`src/pipe_ctl_defs.svh`:
```
`ifndef PIPE_CTL_DEFS_SVH
`define PIPE_CTL_DEFS_SVH

// Width of the branch table index carried with every instruction.
`define PIPE_PC_IDX_W 12
// Two-bit history counter: reset value is weakly not taken.
`define PIPE_BHT_RESET 2'h1
`define PIPE_BHT_MAX 2'h3
`define PIPE_BHT_MIN 2'h0
// Counter bit that gives the predicted direction.
`define PIPE_BHT_DIR_BIT 1
// Bubble between a late-result producer and its consumer, in cycles.
`define PIPE_LATE_BUBBLE 2
// Younger instructions cancelled by a flush, and cycles of a flushing instruction.
`define PIPE_FLUSH_PENALTY 3
`define PIPE_FLUSH_CYCLES 4
// Stage positions in the valid vector.
`define PIPE_STG_F 0
`define PIPE_STG_D 1
`define PIPE_STG_E 2
`define PIPE_STG_M 3
`define PIPE_STG_A 4
`define PIPE_STG_W 5
`define PIPE_NUM_STG 6

`endif

```
`src/pipe_ctl_pkg.sv`:
```
`include "pipe_ctl_defs.svh"

package pipe_ctl_pkg;

  // Exception source reported when a flush is taken in the memory stage.
  typedef enum logic [1:0] {
    EXC_NONE = 2'h0,
    EXC_IRQ = 2'h1,
    EXC_TRAP = 2'h2,
    EXC_UNIMPL = 2'h3
  } exc_cause_t;

  // Decoded class of an instruction, as presented by the fetch unit.
  typedef struct packed {
    logic [4:0] src_a;
    logic [4:0] src_b;
    logic [4:0] dst;
    logic use_a;
    logic use_b;
    logic wr_reg;
    logic is_load;
    logic is_store;
    logic is_shift;
    logic is_mul;
    logic is_div;
    logic is_rdctl;
    logic is_custom_mc;
    logic is_branch;
    logic flushes;
    logic is_trap;
    logic is_unimpl;
    logic [`PIPE_PC_IDX_W-1:0] pc_idx;
  } instr_info_t;

  // Contents of one pipeline stage.
  typedef struct packed {
    logic valid;
    logic pred;
    instr_info_t info;
  } stage_t;

  // Branch outcome that trains the history table.
  typedef struct packed {
    logic en;
    logic taken;
    logic [`PIPE_PC_IDX_W-1:0] idx;
  } bht_upd_t;

endpackage

```
`src/branch_history_table.sv`:
```
`timescale 1ns/1ps
`include "pipe_ctl_defs.svh"

module branch_history_table #(
  parameter int IDX_W = 8
) (
  input wire logic i_clk,
  input wire logic i_resetn,
  input wire logic [IDX_W-1:0] i_rd_idx,
  output logic o_rd_taken,
  input wire pipe_ctl_pkg::bht_upd_t i_upd
);

  localparam int ENTRIES = 1 << IDX_W;

  initial begin
    if (IDX_W < 1 || IDX_W > `PIPE_PC_IDX_W) begin
      $error("branch_history_table: IDX_W out of range");
    end
  end

  logic [1:0] ctr_ff [ENTRIES];
  logic [IDX_W-1:0] upd_idx;
  logic [1:0] cur;
  logic [1:0] nxt_ctr;

  assign upd_idx = i_upd.idx[IDX_W-1:0];
  assign cur = ctr_ff[upd_idx];

  // Saturating count toward the observed outcome.
  always_comb begin
    nxt_ctr = cur;
    if (i_upd.taken && cur != `PIPE_BHT_MAX) begin // RL3
      nxt_ctr = cur + 2'h1;
    end else if (!i_upd.taken && cur != `PIPE_BHT_MIN) begin
      nxt_ctr = cur - 2'h1;
    end
  end

  // Every entry starts weakly not taken so cold branches fall through cheaply.
  always_ff @(posedge i_clk or negedge i_resetn) begin
    if (!i_resetn) begin
      for (int k = 0; k < ENTRIES; k++) begin
        ctr_ff[k] <= `PIPE_BHT_RESET;
      end
    end else if (i_upd.en) begin
      ctr_ff[upd_idx] <= nxt_ctr; // RL3
    end
  end

  // Read is combinational so the prediction travels with the fetched word.
  assign o_rd_taken = ctr_ff[i_rd_idx][`PIPE_BHT_DIR_BIT]; // RL3
endmodule

```
`src/six_stage_pipeline_control.sv`:
```
`timescale 1ns/1ps
`include "pipe_ctl_defs.svh"

// Notes on behaviour
// RL1 - One dispatch and one retire per cycle.
// RL2 - Dispatch and retire strictly in program order.
// RL3 - Predict branches with two-bit history counters.
// RL4 - Stalled stage and earlier stages hold contents.
// RL5 - No catching up into empty stages.
// RL6 - Only align and decode stages raise stalls.
// RL7 - Align stalls on pending data bus transfers.
// RL8 - Align stalls on busy multi-cycle shifter.
// RL9 - Align stalls on busy optional divider.
// RL10 - Align stalls while custom unit asserts stall.
// RL11 - Decode stalls on early use, unless flushing.
// RL12 - Loads, shifts, rdctl, mul, div, custom are late.
// RL13 - Two-cycle bubble before a late result consumer.
// RL14 - Flush cancels three younger, four cycles total.
// RL15 - Bus instructions wait for one write, one read.
// RL16 - Branch costs: taken 2, not 1, miss 4.
// RL17 - Traps, returns, flushp, wrctl, unimplemented flush.
// RL18 - Loads: one cycle without transfer, late result.
// RL19 - Stores and line flushes: one cycle without transfer.
// RL20 - Shift cycles follow multiplier option, late result.
// RL21 - Exceptions: interrupts, traps, unimplemented instructions.
// RL22 - Stall only on dependent use; independents flow.
// RL23 - Cancelled instructions are invalid, without side effects.
module six_stage_pipeline_control #(
  parameter int IDX_W = 8,
  parameter bit HAS_HW_MUL = 1'b1,
  parameter bit HAS_HW_DIV = 1'b1,
  parameter bit HAS_CUSTOM_MC = 1'b1
) (
  input wire logic i_clk,
  input wire logic i_resetn,
  input wire logic i_fetch_valid,
  input wire pipe_ctl_pkg::instr_info_t i_fetch_info,
  output logic o_fetch_ready,
  input wire logic i_m_taken,
  input wire logic i_irq,
  input wire logic i_dbus_busy,
  input wire logic i_shift_busy,
  input wire logic i_div_busy,
  input wire logic i_ci_stall,
  output logic [`PIPE_NUM_STG-1:0] o_stage_valid,
  output logic o_retire,
  output pipe_ctl_pkg::instr_info_t o_retire_info,
  output logic o_stall_a,
  output logic o_stall_d,
  output logic o_flush,
  output pipe_ctl_pkg::exc_cause_t o_exc_cause,
  output logic o_redirect,
  output logic [`PIPE_PC_IDX_W-1:0] o_redirect_idx
);

  initial begin
    if (IDX_W < 1 || IDX_W > `PIPE_PC_IDX_W) begin
      $error("six_stage_pipeline_control: IDX_W out of range");
    end
  end

  localparam pipe_ctl_pkg::stage_t BUBBLE = '0;

  pipe_ctl_pkg::stage_t f_ff, d_ff, e_ff, m_ff, a_ff, w_ff;
  pipe_ctl_pkg::bht_upd_t bht_upd;
  logic fetch_pred;
  logic stall_a, stall_d, hold_d;
  logic dep_e, dep_m;
  logic mispredict, irq_take, m_flush_req, m_flush, redirect;
  logic flush_ff, stall_a_ff, stall_d_ff, redirect_ff;
  logic [`PIPE_PC_IDX_W-1:0] redirect_idx_ff;
  pipe_ctl_pkg::exc_cause_t exc_ff, nxt_exc;

  // Classes whose result is produced only at the end of the align stage.
  function automatic logic is_late(input pipe_ctl_pkg::instr_info_t x);
    is_late = x.is_load || x.is_shift || x.is_rdctl // RL12 RL18
      || (x.is_mul && HAS_HW_MUL) || (x.is_div && HAS_HW_DIV)
      || (x.is_custom_mc && HAS_CUSTOM_MC);
  endfunction

  // A consumer depends on a late producer when a used source names its target.
  function automatic logic reads_result(input pipe_ctl_pkg::stage_t c,
                                        input pipe_ctl_pkg::stage_t p);
    reads_result = c.valid && p.valid && p.info.wr_reg && is_late(p.info)
      && ((c.info.use_a && c.info.src_a == p.info.dst)
      || (c.info.use_b && c.info.src_b == p.info.dst));
  endfunction

  branch_history_table #(
    .IDX_W(IDX_W)
  ) u_bht (
    .i_clk(i_clk),
    .i_resetn(i_resetn),
    .i_rd_idx(i_fetch_info.pc_idx[IDX_W-1:0]),
    .o_rd_taken(fetch_pred),
    .i_upd(bht_upd)
  );

  // Align stage stall sources; nothing in any other stage may stall it.
  always_comb begin
    stall_a = 1'b0;
    if (a_ff.valid) begin
      stall_a = ((a_ff.info.is_load || a_ff.info.is_store) && i_dbus_busy) // RL7 RL15 RL19
        || (a_ff.info.is_shift && !HAS_HW_MUL && i_shift_busy) // RL8 RL20
        || (a_ff.info.is_div && HAS_HW_DIV && i_div_busy) // RL9
        || (a_ff.info.is_custom_mc && HAS_CUSTOM_MC && i_ci_stall); // RL10
    end
  end

  // Memory-stage flush sources. Exceptions take priority over a mispredict.
  assign mispredict = m_ff.valid && m_ff.info.is_branch && (m_ff.pred != i_m_taken); // RL16
  assign irq_take = m_ff.valid && i_irq; // RL21
  assign m_flush_req = m_ff.valid && (m_ff.info.flushes || m_ff.info.is_trap // RL17
    || m_ff.info.is_unimpl || mispredict || irq_take);
  // A flush waits for the align stage so the flushing instruction moves on.
  assign m_flush = m_flush_req && !stall_a; // RL14

  // Producer in execute needs two bubbles, in memory one, in align none.
  assign dep_e = reads_result(d_ff, e_ff); // RL13 RL22
  assign dep_m = reads_result(d_ff, m_ff); // RL13 RL22
  assign stall_d = (dep_e || dep_m) && !m_flush_req; // RL11 RL6
  assign hold_d = stall_a || stall_d; // RL4

  // Predicted-taken branch in decode drops the fall-through word: one bubble.
  assign redirect = d_ff.valid && d_ff.info.is_branch && d_ff.pred
    && !hold_d && !m_flush; // RL16

  // Fetch advances only while neither stall holds the front end.
  assign o_fetch_ready = !hold_d; // RL1

  always_comb begin
    nxt_exc = pipe_ctl_pkg::EXC_NONE;
    if (irq_take) begin
      nxt_exc = pipe_ctl_pkg::EXC_IRQ; // RL21
    end else if (m_ff.info.is_trap) begin
      nxt_exc = pipe_ctl_pkg::EXC_TRAP; // RL21
    end else if (m_ff.info.is_unimpl) begin
      nxt_exc = pipe_ctl_pkg::EXC_UNIMPL; // RL21
    end
  end

  // Train the history table once, when a branch leaves the memory stage.
  always_comb begin
    bht_upd.en = m_ff.valid && m_ff.info.is_branch && !stall_a; // RL3
    bht_upd.taken = i_m_taken;
    bht_upd.idx = m_ff.info.pc_idx;
  end

  // Fetch slot: loads the next word with its prediction, or a bubble.
  always_ff @(posedge i_clk or negedge i_resetn) begin
    if (!i_resetn) begin
      f_ff <= BUBBLE;
    end else if (!hold_d) begin // RL4 RL5
      if (m_flush || redirect || !i_fetch_valid) begin
        f_ff <= BUBBLE; // RL23
      end else begin
        f_ff.valid <= 1'b1; // RL1 RL2
        f_ff.pred <= fetch_pred; // RL3
        f_ff.info <= i_fetch_info;
      end
    end
  end

  // Decode slot: holds on either stall, killed by flush or redirect.
  always_ff @(posedge i_clk or negedge i_resetn) begin
    if (!i_resetn) begin
      d_ff <= BUBBLE;
    end else if (!hold_d) begin // RL4 RL5
      d_ff <= (m_flush || redirect) ? BUBBLE : f_ff; // RL14 RL23
    end
  end

  // Execute slot: a decode stall inserts a bubble here, never a collapse.
  always_ff @(posedge i_clk or negedge i_resetn) begin
    if (!i_resetn) begin
      e_ff <= BUBBLE;
    end else if (!stall_a) begin // RL4
      e_ff <= (stall_d || m_flush) ? BUBBLE : d_ff; // RL13 RL14 RL23
    end
  end

  // Memory slot: an executing younger instruction is cancelled by a flush.
  always_ff @(posedge i_clk or negedge i_resetn) begin
    if (!i_resetn) begin
      m_ff <= BUBBLE;
    end else if (!stall_a) begin // RL4
      m_ff <= m_flush ? BUBBLE : e_ff; // RL14 RL23
    end
  end

  // Align slot takes the flushing instruction itself so it still retires.
  always_ff @(posedge i_clk or negedge i_resetn) begin
    if (!i_resetn) begin
      a_ff <= BUBBLE;
    end else if (!stall_a) begin // RL4
      a_ff <= m_ff; // RL2
    end
  end

  // Writeback: one retirement per cycle at most; an align stall sends a bubble.
  always_ff @(posedge i_clk or negedge i_resetn) begin
    if (!i_resetn) begin
      w_ff <= BUBBLE;
    end else begin
      w_ff <= stall_a ? BUBBLE : a_ff; // RL1 RL2 RL5
    end
  end

  // Registered status seen by the datapath and by debug logic.
  always_ff @(posedge i_clk or negedge i_resetn) begin
    if (!i_resetn) begin
      stall_a_ff <= 1'b0;
      stall_d_ff <= 1'b0;
      flush_ff <= 1'b0;
      exc_ff <= pipe_ctl_pkg::EXC_NONE;
    end else begin
      stall_a_ff <= stall_a;
      stall_d_ff <= stall_d;
      flush_ff <= m_flush; // RL14
      exc_ff <= m_flush ? nxt_exc : pipe_ctl_pkg::EXC_NONE;
    end
  end

  // Redirect request for the fetch unit, one cycle per predicted-taken branch.
  always_ff @(posedge i_clk or negedge i_resetn) begin
    if (!i_resetn) begin
      redirect_ff <= 1'b0;
      redirect_idx_ff <= '0;
    end else begin
      redirect_ff <= redirect; // RL16
      redirect_idx_ff <= redirect ? d_ff.info.pc_idx : redirect_idx_ff;
    end
  end

  assign o_stage_valid = {w_ff.valid, a_ff.valid, m_ff.valid,
                          e_ff.valid, d_ff.valid, f_ff.valid};
  assign o_retire = w_ff.valid;
  assign o_retire_info = w_ff.info;
  assign o_stall_a = stall_a_ff;
  assign o_stall_d = stall_d_ff;
  assign o_flush = flush_ff;
  assign o_exc_cause = exc_ff;
  assign o_redirect = redirect_ff;
  assign o_redirect_idx = redirect_idx_ff;
endmodule

```
`config.mk`:
```
export PLATFORM = sky130hd
export DESIGN_NAME = six_stage_pipeline_control
export DESIGN_NICKNAME = d
export VERILOG_FILES = /design/src/pipe_ctl_pkg.sv /design/src/branch_history_table.sv /design/src/six_stage_pipeline_control.sv
export VERILOG_INCLUDE_DIRS = /design/src
export SDC_FILE = /design/constraint.sdc
export NUM_CORES = 1
export LEC_CHECK = 0
export BUFFER_PORTS_ARGS = -buffer_cell sky130_fd_sc_hd__buf_4
export CAP_MARGIN = 30
export CORE_MARGIN = 5
export CORE_UTILIZATION = 55
export DETAILED_ROUTE_END_ITERATION = 8
export PLACE_DENSITY = 0.73
export SETUP_SLACK_MARGIN = 0.4
export SLEW_MARGIN = 20
export SYNTH_ARGS = -nofsm -noshare
export SYNTH_HDL_FRONTEND = slang
export SYNTH_SLANG_ARGS = --single-unit
```
`constraint.sdc`:
```
create_clock -name i_clk -period 3.8 [get_ports i_clk]
set_clock_uncertainty 0.2 [all_clocks]
set_input_delay 0.19 -clock i_clk [delete_from_list [all_inputs] [get_ports i_clk]]
set_output_delay 0.19 -clock i_clk [all_outputs]
set_load 0.02 [all_outputs]
```
# Word level (Yosys, flattened, before mapping)
# Cells that the tools add are included.
totals:
  regBits: 787
  input_bits: 50
  word_cells: 475
op_classes:
  add_sub_neg: 2
  n_lt_le_gt_ge: 3
  n_eq_ne: 6
  mux: 21
  bitwise_logic: 2
  n_reduce_logical: 60
op_table:
  columns: ["operator", "count"]
  rows:
  - ["512-bit bitwise mux", 1]
  - ["43-bit two-way mux", 5]
  - ["2-bit binary-select mux with 8-bit select", 2]
  - ["1-bit logical AND", 29]
  - ["1-bit logical OR", 24]
  - ["2-bit two-way mux", 11]
  - ["5-bit equality test", 4]
  - ["9-bit >= comparator (second input constant)", 2]
  - ["8-bit inverter with 9-bit output", 2]
  - ["2-bit demux with 8-bit select", 1]
  - ["9-bit by 1-bit < comparator with 1-bit output (second input constant)", 1]
  - ["1-bit logical NOT", 6]
  - ["2-bit by 1-bit adder with 2-bit output (second input constant)", 1]
  - ["2-bit != test (second input constant)", 1]
  - ["2-bit nonzero test", 1]
  - ["2-bit by 1-bit subtractor with 2-bit output (second input constant)", 1]
  - ["1-bit two-way mux", 1]
  - ["1-bit != test", 1]

# Logic depth before layout (Yosys ltp)
logic_depth:
  word_depth: 16
  mapped_depth: 20
  ltp_nobuf: 12

# Hierarchy
# Synthesis repeated with hierarchy kept, for this count alone.
hier_totals:
  hier_cells: 4440
  area_unflattened_um2: 42807.3
by_module_without_submodules:
  columns: ["module", "n_inst", "cells_per_inst", "area_each_um2", "seq_area_each_um2"]
  rows:
  - ["branch_history_table", 1, 3602, 32670.1, 13132.6]
  - ["six_stage_pipeline_control", 1, 838, 10137.2, 6856.6]

# Least setup slack after synthesis
# Ideal clock, no wire load.
synth_timing:
  path_type: "register to register"
  startpoint: "reg m_ff (netlist bit bht_upd[0])"
  endpoint: "reg u_bht.ctr_ff[27] in the netlist's numbering"
  arrival_time_ns: 3.901
  t_required_ns: 3.518
  path_slack_ns: -0.383
  path_stages_with_launch: 20
  n_path_buf: 8
  synth_period_minus_slack_ns: 4.183
  cell_sequence: "dfrtp_1 buf_4 buf_8 buf_6 buf_4 buf_6 mux4_2 a22oi_1 a21boi_0 o21bai_1 o2111ai_1 o21ai_0 ha_1 or3_1 and2_1 clkbuf_1 and2_1 buf_1 clkbuf_1 a31oi_1"
synth_between:
  elab_chain_cells: 9
  word_cells_on_any_way: 18
synth_rtl:
  columns: ["item", "line", "rtl"]
  rows:
  - ["start, declared", "six_stage_pipeline_control.sv:64", "pipe_ctl_pkg::stage_t f_ff, d_ff, e_ff, m_ff, a_ff, w_ff;"]
  - ["start signal, assigned", "six_stage_pipeline_control.sv:187", "m_ff <= m_flush ? BUBBLE : e_ff;"]
  - ["8-bit inverter with 9-bit output (implied by the code) *", "branch_history_table.sv:28, branch_history_table.sv:47", null]
  - ["parallel branches: the longest is 7 deep, another holds 2-bit by 1-bit subtractor with 2-bit output", null, null]
  - ["512-bit bitwise mux *", "branch_history_table.sv:47", "ctr_ff[upd_idx] <= nxt_ctr;"]
  - ["end signal, assigned by index", "branch_history_table.sv:44", "ctr_ff[k] <= `PIPE_BHT_RESET;"]
  - ["end signal, assigned by index", "branch_history_table.sv:47", null]
  - ["end, declared", "branch_history_table.sv:22", "logic [1:0] ctr_ff [ENTRIES];"]
# Mark *: on every way between the ends. The select of a mux whose other input is x is not followed.
# A chain may end at the register's enable or synchronous reset.

# Worst setup path in the final report
layout_timing:
  startpoint: "reg m_ff (netlist bit bht_upd[0])"
  endpoint: "reg u_bht.ctr_ff[51] in the netlist's numbering"
# Same word-level chain as after synthesis.

==> run metrics <==
Fmax achieved=226 MHz; Clk Latency, worst-skew pair=roughly 0.7 ns; layout cells sized above 1=0.395; clk sinks=~790; Sequential Power Share=0.251; run status=finished, violations left; vias in the first global route=31121; Max H-tree Level=3; number of synthesized flops with an enable pin=0; worst hold slack=-0.00317 ns; minimum clock period=roughly 4.4 ns; DRC violations left=0; Detailed Place HPWL=76700 µm; pwr/cell area=approximately 850 mW/mm²; post-detailed-route via-to-cell ratio=between 6 and 7; worst-margin pin slew=approximately 1.1 ns; die height=approximately 270 µm; Synth Area in XOR/XNOR=0.00531; CTS root buffer=clkbuf_16; clock power share=0.206; RD Place Congestion=~1.0; initial core utilization=0.554; total gr overflow=0; post-synth top area cell=dfrtp_1; Site Rows=96; FFs w/ async S/R, synth=1.00; total number of vias=about 33000; crit-path max FO=7; Starting DRT DRC Count=4584; synthesized area=0.0380 mm²; DR pass1 iterations=6; PortBufs=roughly 120; Routed Antenna Nets=0; Die Wd=273 µm; initial antenna violation count=7; Synth cell types=65; Slew headroom=0.236; Post-Synth Simple-Gate Area=0.0671; cell internal pwr=approximately 24 mW; syn avg cell area=approximately 12 µm²; RSZ-0062 raised after global routing=yes; Syn. warnings=0; post-synth top area share=0.349; WL/cell=between 20 and 30 µm; Power Total=around 42 mW; Place WS=-0.884 ns; Critical Path End Type=register; Max Cap Violations=0; violated checks=hold timing, setup timing; Worst Path Required=between 4 and 5 ns; HP Class=in -> async; Clk pin slew, worst setup/hold paths=approximately 0.07 ns; routed wire length=between 100000 and 150000 µm; switching power total=~17 mW; critical path launch point type=register; Synth-to-Final Area Change=29.0%; VDD IR-drop max=about 0.00072 V; # setup viols final=around 510; CP arrival=roughly 4.7 ns; post-synthesis compound-gate area fraction=0.214; synth top area cells=dfrtp_1, dfstp_2, mux4_2, o21ai_0, a31oi_1; P_leak=roughly 20 nW; most frequent cell after synthesis=dfrtp_1; Main synth FF type=dfrtp_1; core area=0.0686 mm²; Syn Nets=approximately 3400; num ports=between 100 and 150; most frequent cells after synthesis=dfrtp_1, nand2_1, o21ai_0, a31oi_1, dfstp_2; global-route wire length before repair=approximately 180000 µm; register area share after synthesis=0.526; Pins Over Slew Limit=0; Final Hold Viols=3; Placed Area=between 0.04 and 0.05 mm²; area of the die=approximately 0.074 mm²; Total Nets Final=between 3000 and 4000; post-synthesis mux area share=0.142; Clock Path Buffers=3; largest family of logic cells by synthesized area=compound AO/OA/AOI/OAI gates; CP Class=reg -> reg; setup ws final=-0.623 ns; Sw Ratio=0.421; combinational share of power=0.543; flops & latches, synth=roughly 800; CTS tree=yes; fin crit share=1.16; CTS Buf Count=~80; Design Area, Final=0.0490 mm²; total routing usage reported by global routing=0.317; synthesized instance count=around 3300; largest net degree at the start of global routing=between 100 and 150; fillcell total=between 4000 and 5000; adder-cell area share of the yosys netlist=0.000659
==> per-layer routing <==
| layer | routed length [µm] | global-route usage |
|---|---|---|
| met1 | 46300 | 0.420 |
| met2 | 60200 | 0.488 |
| met3 | 15000 | 0.0714 |
| met4 | 9670 | 0.179 |
| met5 | 57 | 0 |
==> power groups by stage <==
stage                     registers, mW  clock network, mW  logic (mW)
after floorplan                    10.4                  0        9.65
after global placement             10.5                  0        14.7
after detailed placement           10.5                  0        15.0
after CTS                          10.4               8.58        16.5
after global routing               10.5               8.98        23.1
final                              10.4               8.56        22.5
==> cells by family after synthesis <==
kind of cell	after synthesis
adder cells (fa/ha/maj)	2
buffers and inverters	356
multiplexers	283
AND/OR/NAND/NOR	605
AO/OA/AOI/OAI	1243
flip-flops	786
XOR/XNOR	23
==> layout make-up <==
cell class | instances | area (µm²) | share of cell area
Tap cell | 931 | 1160 | 0.0238
Clock buffer | 121 | 2400 | 0.0490
Sequential cell | 786 | 20000 | 0.408
Clock inverter | 27 | 472 | 0.00963
Antenna cell | 4 | 10.0 | 0.000204
Multi-Input combinational cell | 2156 | 18200 | 0.372
Inverter | 11 | 46.3 | 0.000945
Timing Repair Buffer | 624 | 6660 | 0.136
==> metrics by stage <==
stage	utilization	setup TNS (ns)	hold slack, ns	cells
after floorplan	-	-8.58	-0.306	3298
after global placement	0.614	-280.94	0.108	4356
after detailed placement	0.614	-303.25	0.100	4357
after CTS	0.677	-183.87	0.00855	4596
after global routing	0.714	-315.95	0.0697	4658
final	0.714	-270.89	-0.00317	4660
==> path summary, 6_finish.rpt <==
path                                              from  depth (start not counted)                             to  slack [ns]
worst max-delay path            bht_upd[0]$_DFFE_PN0N_                         18   u_bht.ctr_ff[51]$_DFFE_PN0P_       -0.62
worst min-delay path                          i_resetn                          2         bht_upd[0]$_DFFE_PN0N_      -0.003
worst max register to register  bht_upd[0]$_DFFE_PN0N_                         18   u_bht.ctr_ff[51]$_DFFE_PN0P_       -0.62
worst min register to register    a_ff[37]$_DFFE_PN0N_                          2           a_ff[37]$_DFFE_PN0N_        0.26
max in group asynchronous                     i_resetn                          3  u_bht.ctr_ff[133]$_DFFE_PN0P_        2.26
min in group i_clk                     i_fetch_info[0]                          3            f_ff[0]$_DFFE_PN0N_        0.06
==> repair_timing <==
action / CTS / global route
hold buffers: 52 / 0
endpoints found under the setup margin: 513 / 513
pin swaps: 40 / 60
hold endpoints to repair: 219 / 0
gates resized for setup: 80 / 224
buffers inserted: 33 / 20
cloned: 6 / 36
==> worst max-delay path, cell delays in order, from the launching register on <==
cell,delay [ns]
dfrtp_4,0.50
buf_12,0.15
buf_4,0.20
mux4_2,0.52
mux4_2,0.51
o2bb2ai_1,0.19
a211oi_2,0.18
o2111ai_2,0.18
o21ai_2,0.14
inv_1,0.12
ha_4,0.18
and2_4,0.17
buf_6,0.12
o221ai_4,0.19
buf_12,0.17
buf_12,0.15
buf_12,0.11
buf_16,0.13
a31oi_1,0.11
==> state kept, by name, summed over array words and instances, names as in the netlist <==
| name | count |
|---|---|
| u_bht.ctr_ff | 512 |
| o_exc_cause | 2 |
| m_ff | 30 |
| d_ff | 42 |
| o_redirect | 1 |
| o_stall_a | 1 |
| bht_upd | 12 |
| f_ff | 42 |
| a_ff | 41 |
| o_flush | 1 |
| o_retire_info | 41 |
| e_ff | 42 |
| o_stage_valid | 5 |
| o_redirect_idx | 12 |
| o_retire | 1 |
| o_stall_d | 1 |
==> cell usage in the layout (no fill, tap or decap), types with 11 or more instances in the layout <==
master,netlist,layout
o31ai_4,0,36
mux4_2,202,202
o21ai_0,351,337
buf_6,34,27
o31ai_1,148,77
o31ai_2,91,126
a22o_1,85,85
buf_16,0,13
a22oi_1,15,13
xnor2_1,20,20
clkbuf_8,0,18
mux2_2,14,13
dlygate4sd3_1,0,52
clkinv_2,0,11
nor2_1,86,71
buf_12,0,79
dfrtp_1,530,527
a21oi_1,242,242
a31oi_1,258,203
a31oi_4,0,50
clkbuf_16,0,107
nand2_1,401,400
buf_4,17,419
dfstp_2,256,256
clkbuf_1,240,20
mux2i_1,67,66
and2_1,48,44
No activity file was read; power rests on OpenSTA's default activity.
